===== config.mk =====
export PLATFORM = sky130hd
export DESIGN_NAME = host_loss_watchdog
export DESIGN_NICKNAME = d
export VERILOG_FILES = /design/src/include/host_loss_pkg.sv /design/src/rtl/host_loss_watchdog.sv
export SDC_FILE = /design/constraint.sdc
export NUM_CORES = 1
export LEC_CHECK = 0
export BUFFER_PORTS_ARGS = -buffer_cell sky130_fd_sc_hd__buf_2
export CAP_MARGIN = 20
export CORE_MARGIN = 4
export CORE_UTILIZATION = 55
export DETAILED_ROUTE_END_ITERATION = 7
export PLACE_DENSITY = 0.84
export SETUP_SLACK_MARGIN = 0.15
export SLEW_MARGIN = 10
export SYNTH_ARGS = -nofsm -noshare
export SYNTH_HDL_FRONTEND = slang
export SYNTH_SLANG_ARGS = --single-unit

===== constraint.sdc =====
create_clock -name i_core_clk -period 4.75 [get_ports i_core_clk]
set_clock_uncertainty 0.2 [all_clocks]
set_input_delay 0.2375 -clock i_core_clk [delete_from_list [all_inputs] [get_ports i_core_clk]]
set_output_delay 0.2375 -clock i_core_clk [all_outputs]
set_load 0.02 [all_outputs]

===== src/include/host_loss_pkg.sv =====
/*
 * Constants, register map and carrier types for the missing-host watchdog
 * and the rail/ground monitor configuration registers.
 * Assumes a command decoder that turns CRC-checked serial frames into
 * single-cycle register accesses and a valid-command strobe on the core clock.
 */
`default_nettype none

package host_loss_pkg;

  // ****************************************
  // Register map
  // ****************************************
  localparam logic [7:0] DEV_MON_CFG_ADDR = 8'h40;
  localparam logic [7:0] RAIL_EN_ADDR = 8'h41;
  localparam logic [7:0] RAIL_TH_ADDR = 8'h42;

  localparam logic [15:0] RAIL_EN_RESET = 16'h0000;
  localparam logic [15:0] RAIL_TH_RESET = 16'h10f0;
  localparam logic [15:0] RAIL_TH_MASK = 16'h30f0;

  localparam int POL_BIT = 2;
  localparam int WIN_LSB = 0;
  localparam logic [1:0] WIN_OFF = 2'h0;
  localparam logic [1:0] WIN_RESET = 2'h0;
  localparam logic POL_RESET = 1'b0;

  // ****************************************
  // Window lengths in diagnostic oscillator periods
  // ****************************************
  localparam int WIN1_TICKS = 5120;
  localparam int WIN2_TICKS = 10240;
  localparam int WIN3_TICKS = 20480;

  // ****************************************
  // Carriers
  // ****************************************
  typedef struct packed {
    logic wr;
    logic rd;
    logic [7:0] addr;
    logic [15:0] wdata;
  } reg_req_t;

  typedef struct packed {
    logic analog_rail_overvoltage_enable;
    logic analog_rail_undervoltage_enable;
    logic io_rail_overvoltage_enable;
    logic io_rail_undervoltage_enable;
    logic digital_rail_overvoltage_enable;
    logic digital_rail_undervoltage_enable;
    logic analog_rail_oscillation_enable;
    logic io_rail_oscillation_enable;
    logic digital_rail_oscillation_enable;
    logic analog_reg_overtemp_enable;
    logic io_reg_overtemp_enable;
    logic analog_reg_current_limit_enable;
    logic io_reg_current_limit_enable;
    logic analog_ground_a_disconnect_enable;
    logic analog_ground_b_disconnect_enable;
    logic digital_ground_disconnect_enable;
  } rail_enables_t;

  typedef struct packed {
    logic [1:0] unused_hi;
    logic io_rail_overvoltage_threshold;
    logic io_rail_undervoltage_threshold;
    logic [3:0] unused_mid;
    logic [1:0] analog_reg_overtemp_threshold;
    logic [1:0] io_reg_overtemp_threshold;
    logic [3:0] unused_lo;
  } rail_thresholds_t;

  typedef enum logic [2:0] {
    ST_IDLE  = 3'b001,
    ST_WATCH = 3'b010,
    ST_FAULT = 3'b100
  } wd_state_t;

endpackage : host_loss_pkg

`default_nettype wire


===== src/rtl/host_loss_watchdog.sv =====
/*
 * Missing-host watchdog with its configuration register, plus the rail and
 * ground monitor enable and threshold registers.
 * Assumes i_req arrives from the serial command decoder on the core clock,
 * i_valid_cmd pulses once per command with a correct CRC, and
 * i_diag_osc_tick pulses once per diagnostic oscillator period, all
 * already in the core clock domain.
 */
`default_nettype none

module host_loss_watchdog #(
  parameter int WIN1_TICKS = host_loss_pkg::WIN1_TICKS,
  parameter int WIN2_TICKS = host_loss_pkg::WIN2_TICKS,
  parameter int WIN3_TICKS = host_loss_pkg::WIN3_TICKS,
  parameter int CNT_W = 15
) (
  input wire logic i_core_clk,
  input wire logic i_reset,
  input wire host_loss_pkg::reg_req_t i_req,
  output logic [15:0] o_rdata,
  output logic o_rvalid,
  input wire logic i_valid_cmd,
  input wire logic i_diag_osc_tick,
  input wire logic i_pin0_direction,
  input wire logic i_pin0_source_select,
  input wire logic i_pin0_output_format,
  output logic o_host_loss_output_pin,
  output logic o_host_loss_output_pin_oe_n,
  output logic o_host_lost,
  output host_loss_pkg::rail_enables_t o_rail_enables,
  output host_loss_pkg::rail_thresholds_t o_rail_thresholds
);

  // ****************************************
  // Elaboration checks
  // ****************************************
  if (WIN1_TICKS < 2 || WIN2_TICKS < 2 || WIN3_TICKS < 2) begin : g_bad_min
    $error("Window lengths must be at least two ticks");
  end
  if (WIN3_TICKS > (1 << CNT_W) || WIN2_TICKS > (1 << CNT_W) ||
      WIN1_TICKS > (1 << CNT_W)) begin : g_bad_width
    $error("Counter too narrow for the window lengths");
  end

  // ****************************************
  // Register writes
  // ****************************************
  logic dev_wr;
  logic en_wr;
  logic th_wr;
  logic [1:0] win_wdata;
  logic [1:0] window_r;
  logic pol_r;
  logic [15:0] rail_en_r;
  logic [15:0] rail_th_r;

  assign dev_wr = i_req.wr && (i_req.addr == host_loss_pkg::DEV_MON_CFG_ADDR);
  assign en_wr = i_req.wr && (i_req.addr == host_loss_pkg::RAIL_EN_ADDR);
  assign th_wr = i_req.wr && (i_req.addr == host_loss_pkg::RAIL_TH_ADDR);
  assign win_wdata = i_req.wdata[host_loss_pkg::WIN_LSB +: 2];

  always_ff @(posedge i_core_clk) begin
    if (i_reset) begin
      window_r <= host_loss_pkg::WIN_RESET;
      pol_r <= host_loss_pkg::POL_RESET;
    end else if (dev_wr) begin
      window_r <= win_wdata;
      pol_r <= i_req.wdata[host_loss_pkg::POL_BIT];
    end
  end

  always_ff @(posedge i_core_clk) begin
    if (i_reset) begin
      rail_en_r <= host_loss_pkg::RAIL_EN_RESET;
    end else if (en_wr) begin
      rail_en_r <= i_req.wdata;
    end
  end

  always_ff @(posedge i_core_clk) begin
    if (i_reset) begin
      rail_th_r <= host_loss_pkg::RAIL_TH_RESET;
    end else if (th_wr) begin
      rail_th_r <= i_req.wdata & host_loss_pkg::RAIL_TH_MASK;
    end
  end

  assign o_rail_enables = host_loss_pkg::rail_enables_t'(rail_en_r);
  assign o_rail_thresholds = host_loss_pkg::rail_thresholds_t'(rail_th_r);

  // ****************************************
  // Register reads
  // ****************************************
  logic [15:0] rdata_nxt;
  logic [15:0] rdata_r;
  logic rvalid_r;

  always_comb begin
    rdata_nxt = 16'h0000;
    case (i_req.addr)
      host_loss_pkg::DEV_MON_CFG_ADDR: begin
        // Upper bits read zero here; they live in other blocks
        rdata_nxt[host_loss_pkg::POL_BIT] = pol_r;
        rdata_nxt[host_loss_pkg::WIN_LSB +: 2] = window_r;
      end
      host_loss_pkg::RAIL_EN_ADDR: begin
        rdata_nxt = rail_en_r;
      end
      host_loss_pkg::RAIL_TH_ADDR: begin
        rdata_nxt = rail_th_r;
      end
      default: begin
        rdata_nxt = 16'h0000;
      end
    endcase
  end

  always_ff @(posedge i_core_clk) begin
    if (i_reset) begin
      rdata_r <= 16'h0000;
      rvalid_r <= 1'b0;
    end else begin
      rdata_r <= i_req.rd ? rdata_nxt : rdata_r;
      rvalid_r <= i_req.rd;
    end
  end

  assign o_rdata = rdata_r;
  assign o_rvalid = rvalid_r;

  // ****************************************
  // Watchdog
  // ****************************************
  host_loss_pkg::wd_state_t state_r;
  host_loss_pkg::wd_state_t state_nxt;
  logic [CNT_W-1:0] cnt_r;
  logic [CNT_W-1:0] limit;
  logic restart;
  logic expire;

  always_comb begin
    case (window_r)
      2'h1: limit = CNT_W'(WIN1_TICKS - 1);
      2'h2: limit = CNT_W'(WIN2_TICKS - 1);
      default: limit = CNT_W'(WIN3_TICKS - 1);
    endcase
  end

  // A command in the expiring cycle was in time, so restart wins
  assign restart = i_valid_cmd || (dev_wr && win_wdata != host_loss_pkg::WIN_OFF);
  assign expire = (state_r == host_loss_pkg::ST_WATCH) && i_diag_osc_tick &&
                  (cnt_r == limit) && !restart;

  always_comb begin
    state_nxt = state_r;
    if (dev_wr && win_wdata == host_loss_pkg::WIN_OFF) begin
      state_nxt = host_loss_pkg::ST_IDLE;
    end else begin
      case (state_r)
        host_loss_pkg::ST_IDLE: begin
          if (dev_wr) begin
            state_nxt = host_loss_pkg::ST_WATCH;
          end
        end
        host_loss_pkg::ST_WATCH: begin
          if (expire) begin
            state_nxt = host_loss_pkg::ST_FAULT;
          end
        end
        host_loss_pkg::ST_FAULT: begin
          state_nxt = host_loss_pkg::ST_FAULT;
        end
        default: begin
          state_nxt = host_loss_pkg::ST_IDLE;
        end
      endcase
    end
  end

  always_ff @(posedge i_core_clk) begin
    if (i_reset) begin
      state_r <= host_loss_pkg::ST_IDLE;
    end else begin
      state_r <= state_nxt;
    end
  end

  always_ff @(posedge i_core_clk) begin
    if (i_reset) begin
      cnt_r <= '0;
    end else if (restart || state_r != host_loss_pkg::ST_WATCH) begin
      cnt_r <= '0;
    end else if (i_diag_osc_tick) begin
      cnt_r <= cnt_r + CNT_W'(1);
    end
  end

  // ****************************************
  // Shared pin drive
  // ****************************************
  // Direction and source come from the pin block; host sets them first
  logic routed;
  logic level;
  logic pin_out_r;
  logic pin_oe_n_r;

  assign routed = i_pin0_direction && i_pin0_source_select;
  assign level = (state_r == host_loss_pkg::ST_FAULT) ? pol_r : ~pol_r;

  always_ff @(posedge i_core_clk) begin
    if (i_reset) begin
      pin_out_r <= 1'b0;
      pin_oe_n_r <= 1'b1;
    end else if (!routed) begin
      pin_out_r <= 1'b0;
      pin_oe_n_r <= 1'b1;
    end else if (i_pin0_output_format) begin
      pin_out_r <= 1'b0;
      pin_oe_n_r <= level;
    end else begin
      pin_out_r <= level;
      pin_oe_n_r <= 1'b0;
    end
  end

  assign o_host_loss_output_pin = pin_out_r;
  assign o_host_loss_output_pin_oe_n = pin_oe_n_r;
  assign o_host_lost = (state_r == host_loss_pkg::ST_FAULT);

  // ****************************************
  // Assertions
  // ****************************************
  property p_reserved_zero;
    @(posedge i_core_clk) disable iff (i_reset)
      i_req.rd && i_req.addr == host_loss_pkg::DEV_MON_CFG_ADDR |-> ##1
        (o_rvalid && o_rdata[7:3] == 5'h00);
  endproperty
  a_reserved_zero: assert property (p_reserved_zero)
    else $error("Reserved host-loss bits read nonzero");

  property p_push_pull_level;
    @(posedge i_core_clk) disable iff (i_reset)
      routed && !i_pin0_output_format |-> ##1
        (!o_host_loss_output_pin_oe_n && o_host_loss_output_pin == $past(level));
  endproperty
  a_push_pull_level: assert property (p_push_pull_level)
    else $error("Push-pull pin level wrong for polarity");

  property p_open_drain;
    @(posedge i_core_clk) disable iff (i_reset)
      routed && i_pin0_output_format |-> ##1
        (!o_host_loss_output_pin && o_host_loss_output_pin_oe_n == $past(level));
  endproperty
  a_open_drain: assert property (p_open_drain)
    else $error("Open-drain pin drives when it should release");

  property p_cmd_restart;
    @(posedge i_core_clk) disable iff (i_reset)
      state_r == host_loss_pkg::ST_WATCH && i_valid_cmd |-> ##1
        (cnt_r == '0 && state_r != host_loss_pkg::ST_FAULT);
  endproperty
  a_cmd_restart: assert property (p_cmd_restart)
    else $error("Valid command did not restart the interval");

  property p_timeout;
    @(posedge i_core_clk) disable iff (i_reset)
      state_r == host_loss_pkg::ST_WATCH && i_diag_osc_tick && cnt_r == limit &&
        !i_valid_cmd && !dev_wr |-> ##1 o_host_lost ##1
        (!$past(routed) || (o_host_loss_output_pin | o_host_loss_output_pin_oe_n) == $past(pol_r));
  endproperty
  a_timeout: assert property (p_timeout)
    else $error("Window expiry did not assert host loss");

  property p_window_limit;
    @(posedge i_core_clk) disable iff (i_reset)
      state_r == host_loss_pkg::ST_WATCH |->
        (window_r == 2'h1 && limit == CNT_W'(WIN1_TICKS - 1)) ||
        (window_r == 2'h2 && limit == CNT_W'(WIN2_TICKS - 1)) ||
        (window_r == 2'h3 && limit == CNT_W'(WIN3_TICKS - 1));
  endproperty
  a_window_limit: assert property (p_window_limit)
    else $error("Watching with a wrong or disabled window");

  property p_clear;
    @(posedge i_core_clk) disable iff (i_reset)
      dev_wr && win_wdata == host_loss_pkg::WIN_OFF |-> ##1
        (state_r == host_loss_pkg::ST_IDLE && !o_host_lost) ##1
        (o_host_loss_output_pin_oe_n || o_host_loss_output_pin != $past(pol_r));
  endproperty
  a_clear: assert property (p_clear)
    else $error("Writing 00 did not release the host-loss output");

  property p_rail_reset;
    @(posedge i_core_clk)
      $past(i_reset) |-> rail_en_r == host_loss_pkg::RAIL_EN_RESET &&
        rail_th_r == host_loss_pkg::RAIL_TH_RESET;
  endproperty
  a_rail_reset: assert property (p_rail_reset)
    else $error("Monitor registers not at reset values");

  property p_enables_write;
    @(posedge i_core_clk) disable iff (i_reset)
      en_wr |-> ##1 o_rail_enables == host_loss_pkg::rail_enables_t'($past(i_req.wdata));
  endproperty
  a_enables_write: assert property (p_enables_write)
    else $error("Monitor enables did not take the written value");

  property p_th_reserved;
    @(posedge i_core_clk) disable iff (i_reset)
      th_wr |-> ##1 (rail_th_r & ~host_loss_pkg::RAIL_TH_MASK) == 16'h0000 &&
        (rail_th_r & host_loss_pkg::RAIL_TH_MASK) ==
        ($past(i_req.wdata) & host_loss_pkg::RAIL_TH_MASK);
  endproperty
  a_th_reserved: assert property (p_th_reserved)
    else $error("Threshold register reserved bits or fields wrong");

  property p_win_restart;
    @(posedge i_core_clk) disable iff (i_reset)
      dev_wr && win_wdata != host_loss_pkg::WIN_OFF |-> ##1 cnt_r == '0;
  endproperty
  a_win_restart: assert property (p_win_restart)
    else $error("Window write did not restart the count");

endmodule // host_loss_watchdog

`default_nettype wire


# Word-level counts from Yosys, hierarchy flattened
# Index checks and enable logic that the tools add are counted.
[classes] n_mux=8 n_reduce_logical=19 addsub=1 bitwise=2 n_eq_ne=12
[op_table] op="one-hot mux 15 bit (2 select lines)" n=1
[op_table] op="one-hot mux 13 bit (2 select lines)" n=1
[op_table] op="equality test 8 x 7 -> 1 bit, second input constant" n=3
[op_table] op="adder 15 x 1 -> 15 bit, second input constant" n=1
[op_table] op="equality test 15 bit" n=1
[op_table] op="logical AND 1 bit" n=9
[op_table] op="one-hot mux 3 bit (3 select lines)" n=1
[op_table] op="2-to-1 mux 3 bit" n=2
[op_table] op="one-hot mux 3 bit (2 select lines)" n=1
[op_table] op="OR reduction 2 bit" n=3
[op_table] op="!= test 2 bit, second input constant" n=2
[op_table] op="equality test 3 x 1 -> 1 bit, second input constant" n=1
[op_table] op="equality test 3 x 2 -> 1 bit, second input constant" n=1
[op_table] op="equality test 3 bit, second input constant" n=1
[op_table] op="!= test 3 x 2 -> 1 bit, second input constant" n=1
[op_table] op="OR reduction 3 bit" n=1
[op_table] op="equality test 2 x 1 -> 1 bit, second input constant" n=1
[op_table] op="equality test 2 bit, second input constant" n=1
[op_table] op="logical NOT 2 bit" n=1
[op_table] op="logical OR 1 bit" n=2
[op_table] op="2-to-1 mux 1 bit" n=2
[op_table] op="NOT 1 bit" n=2
[op_table] op="AND reduction 2 bit" n=1
[op_table] op="nonzero test 2 bit" n=1
[op_table] op="logical NOT 1 bit" n=1
[totals] out_inout_bits=52 regBits=62 word_cells=52

# Depth between registers and ports, before layout
[depth] word_depth=8 ltp_mapped=7

# Least setup slack after synthesis
# No wires, ideal clock.
[synth_path] path_type="input to register" start="input i_req[21] (netlist bit)" end="register cnt_r[10]" t_arrival_ns=1.552 setup_slack_ns=2.883 required_time_ns=4.435 path_stages=7 setup_time_ns=0.115 cell_sequence="or4b_1 > buf_2 > nor4_1 > or3b_1 > buf_6 > buf_12 > nor2_2"
[synth_via] elab_chain_cells=6
[synth_lines] item="start: declaration" line_no="host_loss_watchdog.sv:19" rtl="input wire host_loss_pkg::reg_req_t i_req,"
[synth_lines] item="equality test 8 x 7 -> 1 bit" line_no="host_loss_watchdog.sv:57" rtl="assign dev_wr = i_req.wr && (i_req.addr == host_loss_pkg::DEV_MON_CFG_ADDR);"
[synth_lines] item="logical AND 1 bit" line_no="host_loss_watchdog.sv:57"
[synth_lines] item="logical AND 1 bit" line_no="host_loss_watchdog.sv:150" rtl="assign restart = i_valid_cmd || (dev_wr && win_wdata != host_loss_pkg::WIN_OFF);"
[synth_lines] item="logical OR 1 bit" line_no="host_loss_watchdog.sv:150"
[synth_lines] item="logical OR 1 bit" line_no="host_loss_watchdog.sv:191" rtl="end else if (restart || state_r != host_loss_pkg::ST_WATCH) begin"
[synth_lines] item="OR reduction 2 bit (no source line)"
[synth_lines] item="end signal: assignment" line_no="host_loss_watchdog.sv:194" rtl="cnt_r <= cnt_r + CNT_W'(1);"
[synth_lines] item="end: declaration" line_no="host_loss_watchdog.sv:136" rtl="logic [CNT_W-1:0] cnt_r;"
# No other way between the ends.
# A chain may end at the register's enable or synchronous reset.

# Final worst setup path
[layout_path] start="input i_req[21] (netlist bit)" end="register cnt_r[1]"
# Same word-level chain as after synthesis.

==> summary.md <==
| Metric | Value |
|---|---|
| Clk sinks | `62` |
| Die area | `0.00636 mm^2` |
| Antenna violations before repair | `0` |
| CP Capture Type | `flop` |
| Critical Path Source | `i_req[21]` |
| FMAX | `487 MHz` |
| Hold Fails Final Rpt | `0` |
| Most frequent cells in the layout | `74 x buf_2, 62 x dfxtp_1, 43 x nor2_1, 19 x mux2i_1, 18 x a21oi_1` |
| Largest cells by area after synthesis | `dfxtp_1 44%, mux2i_1 6.7%, nor2_1 5.7%` |
| Worst Tran Pin Value | `around 0.81 ns` |
| Die Wd | `between 70 and 80 um` |
| GRT Util Overall | `around 22%` |
| Initial DRT Pass Iterations | `4` |
| Final WL | `~6400 um` |
| IO Port Bufs | `74` |
| I/O pin count | `85` |
| Worst-path cell chain | `buf_2, or4b_1, nor4_1, or3b_1, nor2_1` |
| YS warnings | `0` |
| Die height | `79.7 um` |
| Asr flop ratio synth | `0%` |
| H-tree levels | `3` |
| Max cap viols | `0` |
| Core Rows | `25` |
| Slowest cell on the critical path | `or4b_1` |
| Post-synth EDFFs | `0` |
| Final Max Slew Viols | `0` |
| Drt wl/cell | `13.6 um` |
| CTS tree | `built` |
| Routed Antenna Nets | `0` |
| Antenna Cells | `0` |
| # nets final | `437` |
| Postcts setup bufs | `0` |
| CP bufs+invs | `1` |
| Starting DRT DRC Count | `120` |
| Worst Min Path Start | `i_req[1]` |
| Sequential share of the synthesized area | `43.9%` |
| Biggest cell delay along the critical path | `0.67 ns` |
| Largest net degree at the start of global routing | `48` |
| Syn avg cell area | `8.95 um^2` |
| Clock root buffer | `clkbuf_8` |
| Via-per-instance ratio | `approximately 5.2` |
| Cell Area, Synth | `0.00283 mm^2` |
| Hold Crit Class | `input pin to flop` |
| Clk pwr share | `between 40% and 50%` |
| Clock Path Buffers | `2` |
| Number of synthesized register bits | `62` |
| Total number of vias | `2446` |
| Net Sw Frac | `22.9%` |
| Gpl congestion | `0.867` |
| Setup violations, final | `0` |
| Fill cells | `377` |
| Cell variety after synth | `42` |
| Vias in the first global route | `~2.4k` |
| Logic pwr share | `6.1%` |
| Register share of total power | `50.0%` |
| RSZ-0062 raised after global routing | `false` |
| Clock Latency Late Sink | `0.34 ns` |
| DP HPWL | `4400 um` |
| Overflow after GRT | `0` |
| DP Area | `0.00315 mm^2` |
| Area grow syn2layout | `24.4%` |
| First-pass GRT wire length | `roughly 11000 um` |
| Reg2reg start | `state_r[2]$_SDFFE_PP0P_` |
| Switching pwr | `approximately 0.24 mW` |
| PwrDens | `approximately 300 mW/mm^2` |
| Leak | `1.56 nW` |
| CP Class | `input pin to flop` |
| Design area | `0.00352 mm^2` |
| CP Launch Type | `input pin` |
| Max_slew headroom | `46.2%` |
| CORE AREA | `0.00485 mm^2` |
| Most common cell after layout, fill and taps aside | `buf_2` |
| Initial core utilization | `about 60%` |
| Main synth FF type | `dfxtp_1` |
| Critical Path Fanout Max | `15` |
| Fin crit period | `2.05 ns` |
| Drt drc | `0` |
| Max VDD drop | `around 0.22 mV` |
| Top-area cell type share of the netlist area | `43.9%` |
| Worst path required time | `4.75 ns` |
| Post-synth top area cell | `dfxtp_1` |
| Setup TNS | `0 ns` |
| Share of post-route cells with drive strength above 1 | `25.7%` |
| Status | `finished clean` |
| Final period util | `43.2%` |
| Number of CTS-inserted buffers | `9` |
| Syn Inst Count | `about 320` |
| CP top delay family | `simple AND/OR/NAND/NOR gates` |
| Internal | `just over 0.8 mW` |
| Reg clk slew, reported paths | `0.07 ns` |
| Critical path arrival | `between 2 and 2.5 ns` |
## power groups by stage
stage / Clock, mW / Combinational, mW / Sequential [mW]
2_1_floorplan: 0 / 0.0361 / 0.535
3_3_place_gp: 0 / 0.0515 / 0.533
3_5_place_dp: 0 / 0.0522 / 0.533
4_1_cts: 0.467 / 0.0628 / 0.521
5_1_grt: 0.484 / 0.0694 / 0.521
6_report: 0.459 / 0.0637 / 0.521
## per-layer routing
metal / track usage [%] / wire length (um) / up-vias
li1: - / - / 1223
met1: 26.9 / 2830 / 1121
met2: 34.7 / 2980 / 89
met3: 4.97 / 464 / 13
met4: 11.0 / 138 / 0
met5: 0 / 0 / -
## kinds of logic after synthesis
| kind of cell | Yosys count | synth area share, % |
|---|---|---|
| fa+ha+maj | 4 | 1.77 |
| compound gates | 38 | 8.89 |
| flops | 62 | 43.9 |
| other cells | 1 | 0.133 |
| buf+inv | 36 | 7.12 |
| mux | 20 | 7.12 |
| simple gates | 137 | 25.5 |
| xor+xnor | 18 | 5.57 |
## worst register-to-register path, delay by kind of cell, from the launching register on
kind	cells	cell delay, ns
and+or+nand+nor	4	1.29
DFF	1	0.32
## area by class of cell
type / count / area (um^2) / share of cell area (%)
flip-flops and latches: 62 / 1240 / 35.3
well taps: 67 / 83.8 / 2.38
inverters: 9 / 33.8 / 0.960
repair buffers: 91 / 541 / 15.4
clock inverters: 5 / 58.8 / 1.67
multi-input cells: 227 / 1420 / 40.3
clock buffers: 11 / 141 / 4.02
## synthesized netlist by cell type (3+ instances only)
cell type	number
dfxtp_1	62
nor2_1	43
mux2i_1	19
a21oi_1	18
nand3_1	15
nand2_1	13
nand2b_1	12
nor2b_1	12
clkbuf_1	11
xnor2_1	11
buf_4	10
nor2_2	10
inv_1	9
nand4_1	7
xor2_1	7
a22o_1	6
nor3_1	6
a211o_1	5
nor4_1	5
buf_2	4
ha_1	4
nor3_2	3
o21ai_0	3
or3_1	3
## repair_timing
action | in CTS | in global routing
resized for setup | 0 | 0
hold buffers | 17 | 0
hold endpoints to repair | 20 | 0
## path summary, 6_finish.rpt
kind	to	slack (ns)	cells after the start
min	window_r[1]$_SDFFE_PP0P_	0.01	3
min reg2reg	o_rdata[13]$_SDFFE_PP0P_	0.27	2
max	cnt_r[1]$_SDFFE_PP0P_	2.70	5
max reg2reg	cnt_r[1]$_SDFFE_PP0P_	2.87	4
## registers in the layout, summed over array words and instances, names as in the netlist
name	flops
cnt_r	15
o_host_loss_output_pin	1
o_host_loss_output_pin_oe_n	1
o_rail_enables	16
o_rail_thresholds	6
o_rdata	16
o_rvalid	1
pol_r	1
state_r	3
window_r	2
## metrics by stage
stage	setup WS, ns	hold slack (ns)	total power, mW	utilization, %	cells
3_5_place_dp	2.32	0.224	0.585	65.0	439
3_3_place_gp	2.37	0.224	0.585	65.0	439
5_1_grt	2.54	0.0302	1.07	72.6	472
2_1_floorplan	2.88	0.116	0.571	-	325
6_report	2.70	0.0127	1.04	72.6	472
4_1_cts	2.67	0.00467	1.05	72.6	472
Note: power is estimated with default switching activity, not from simulation.
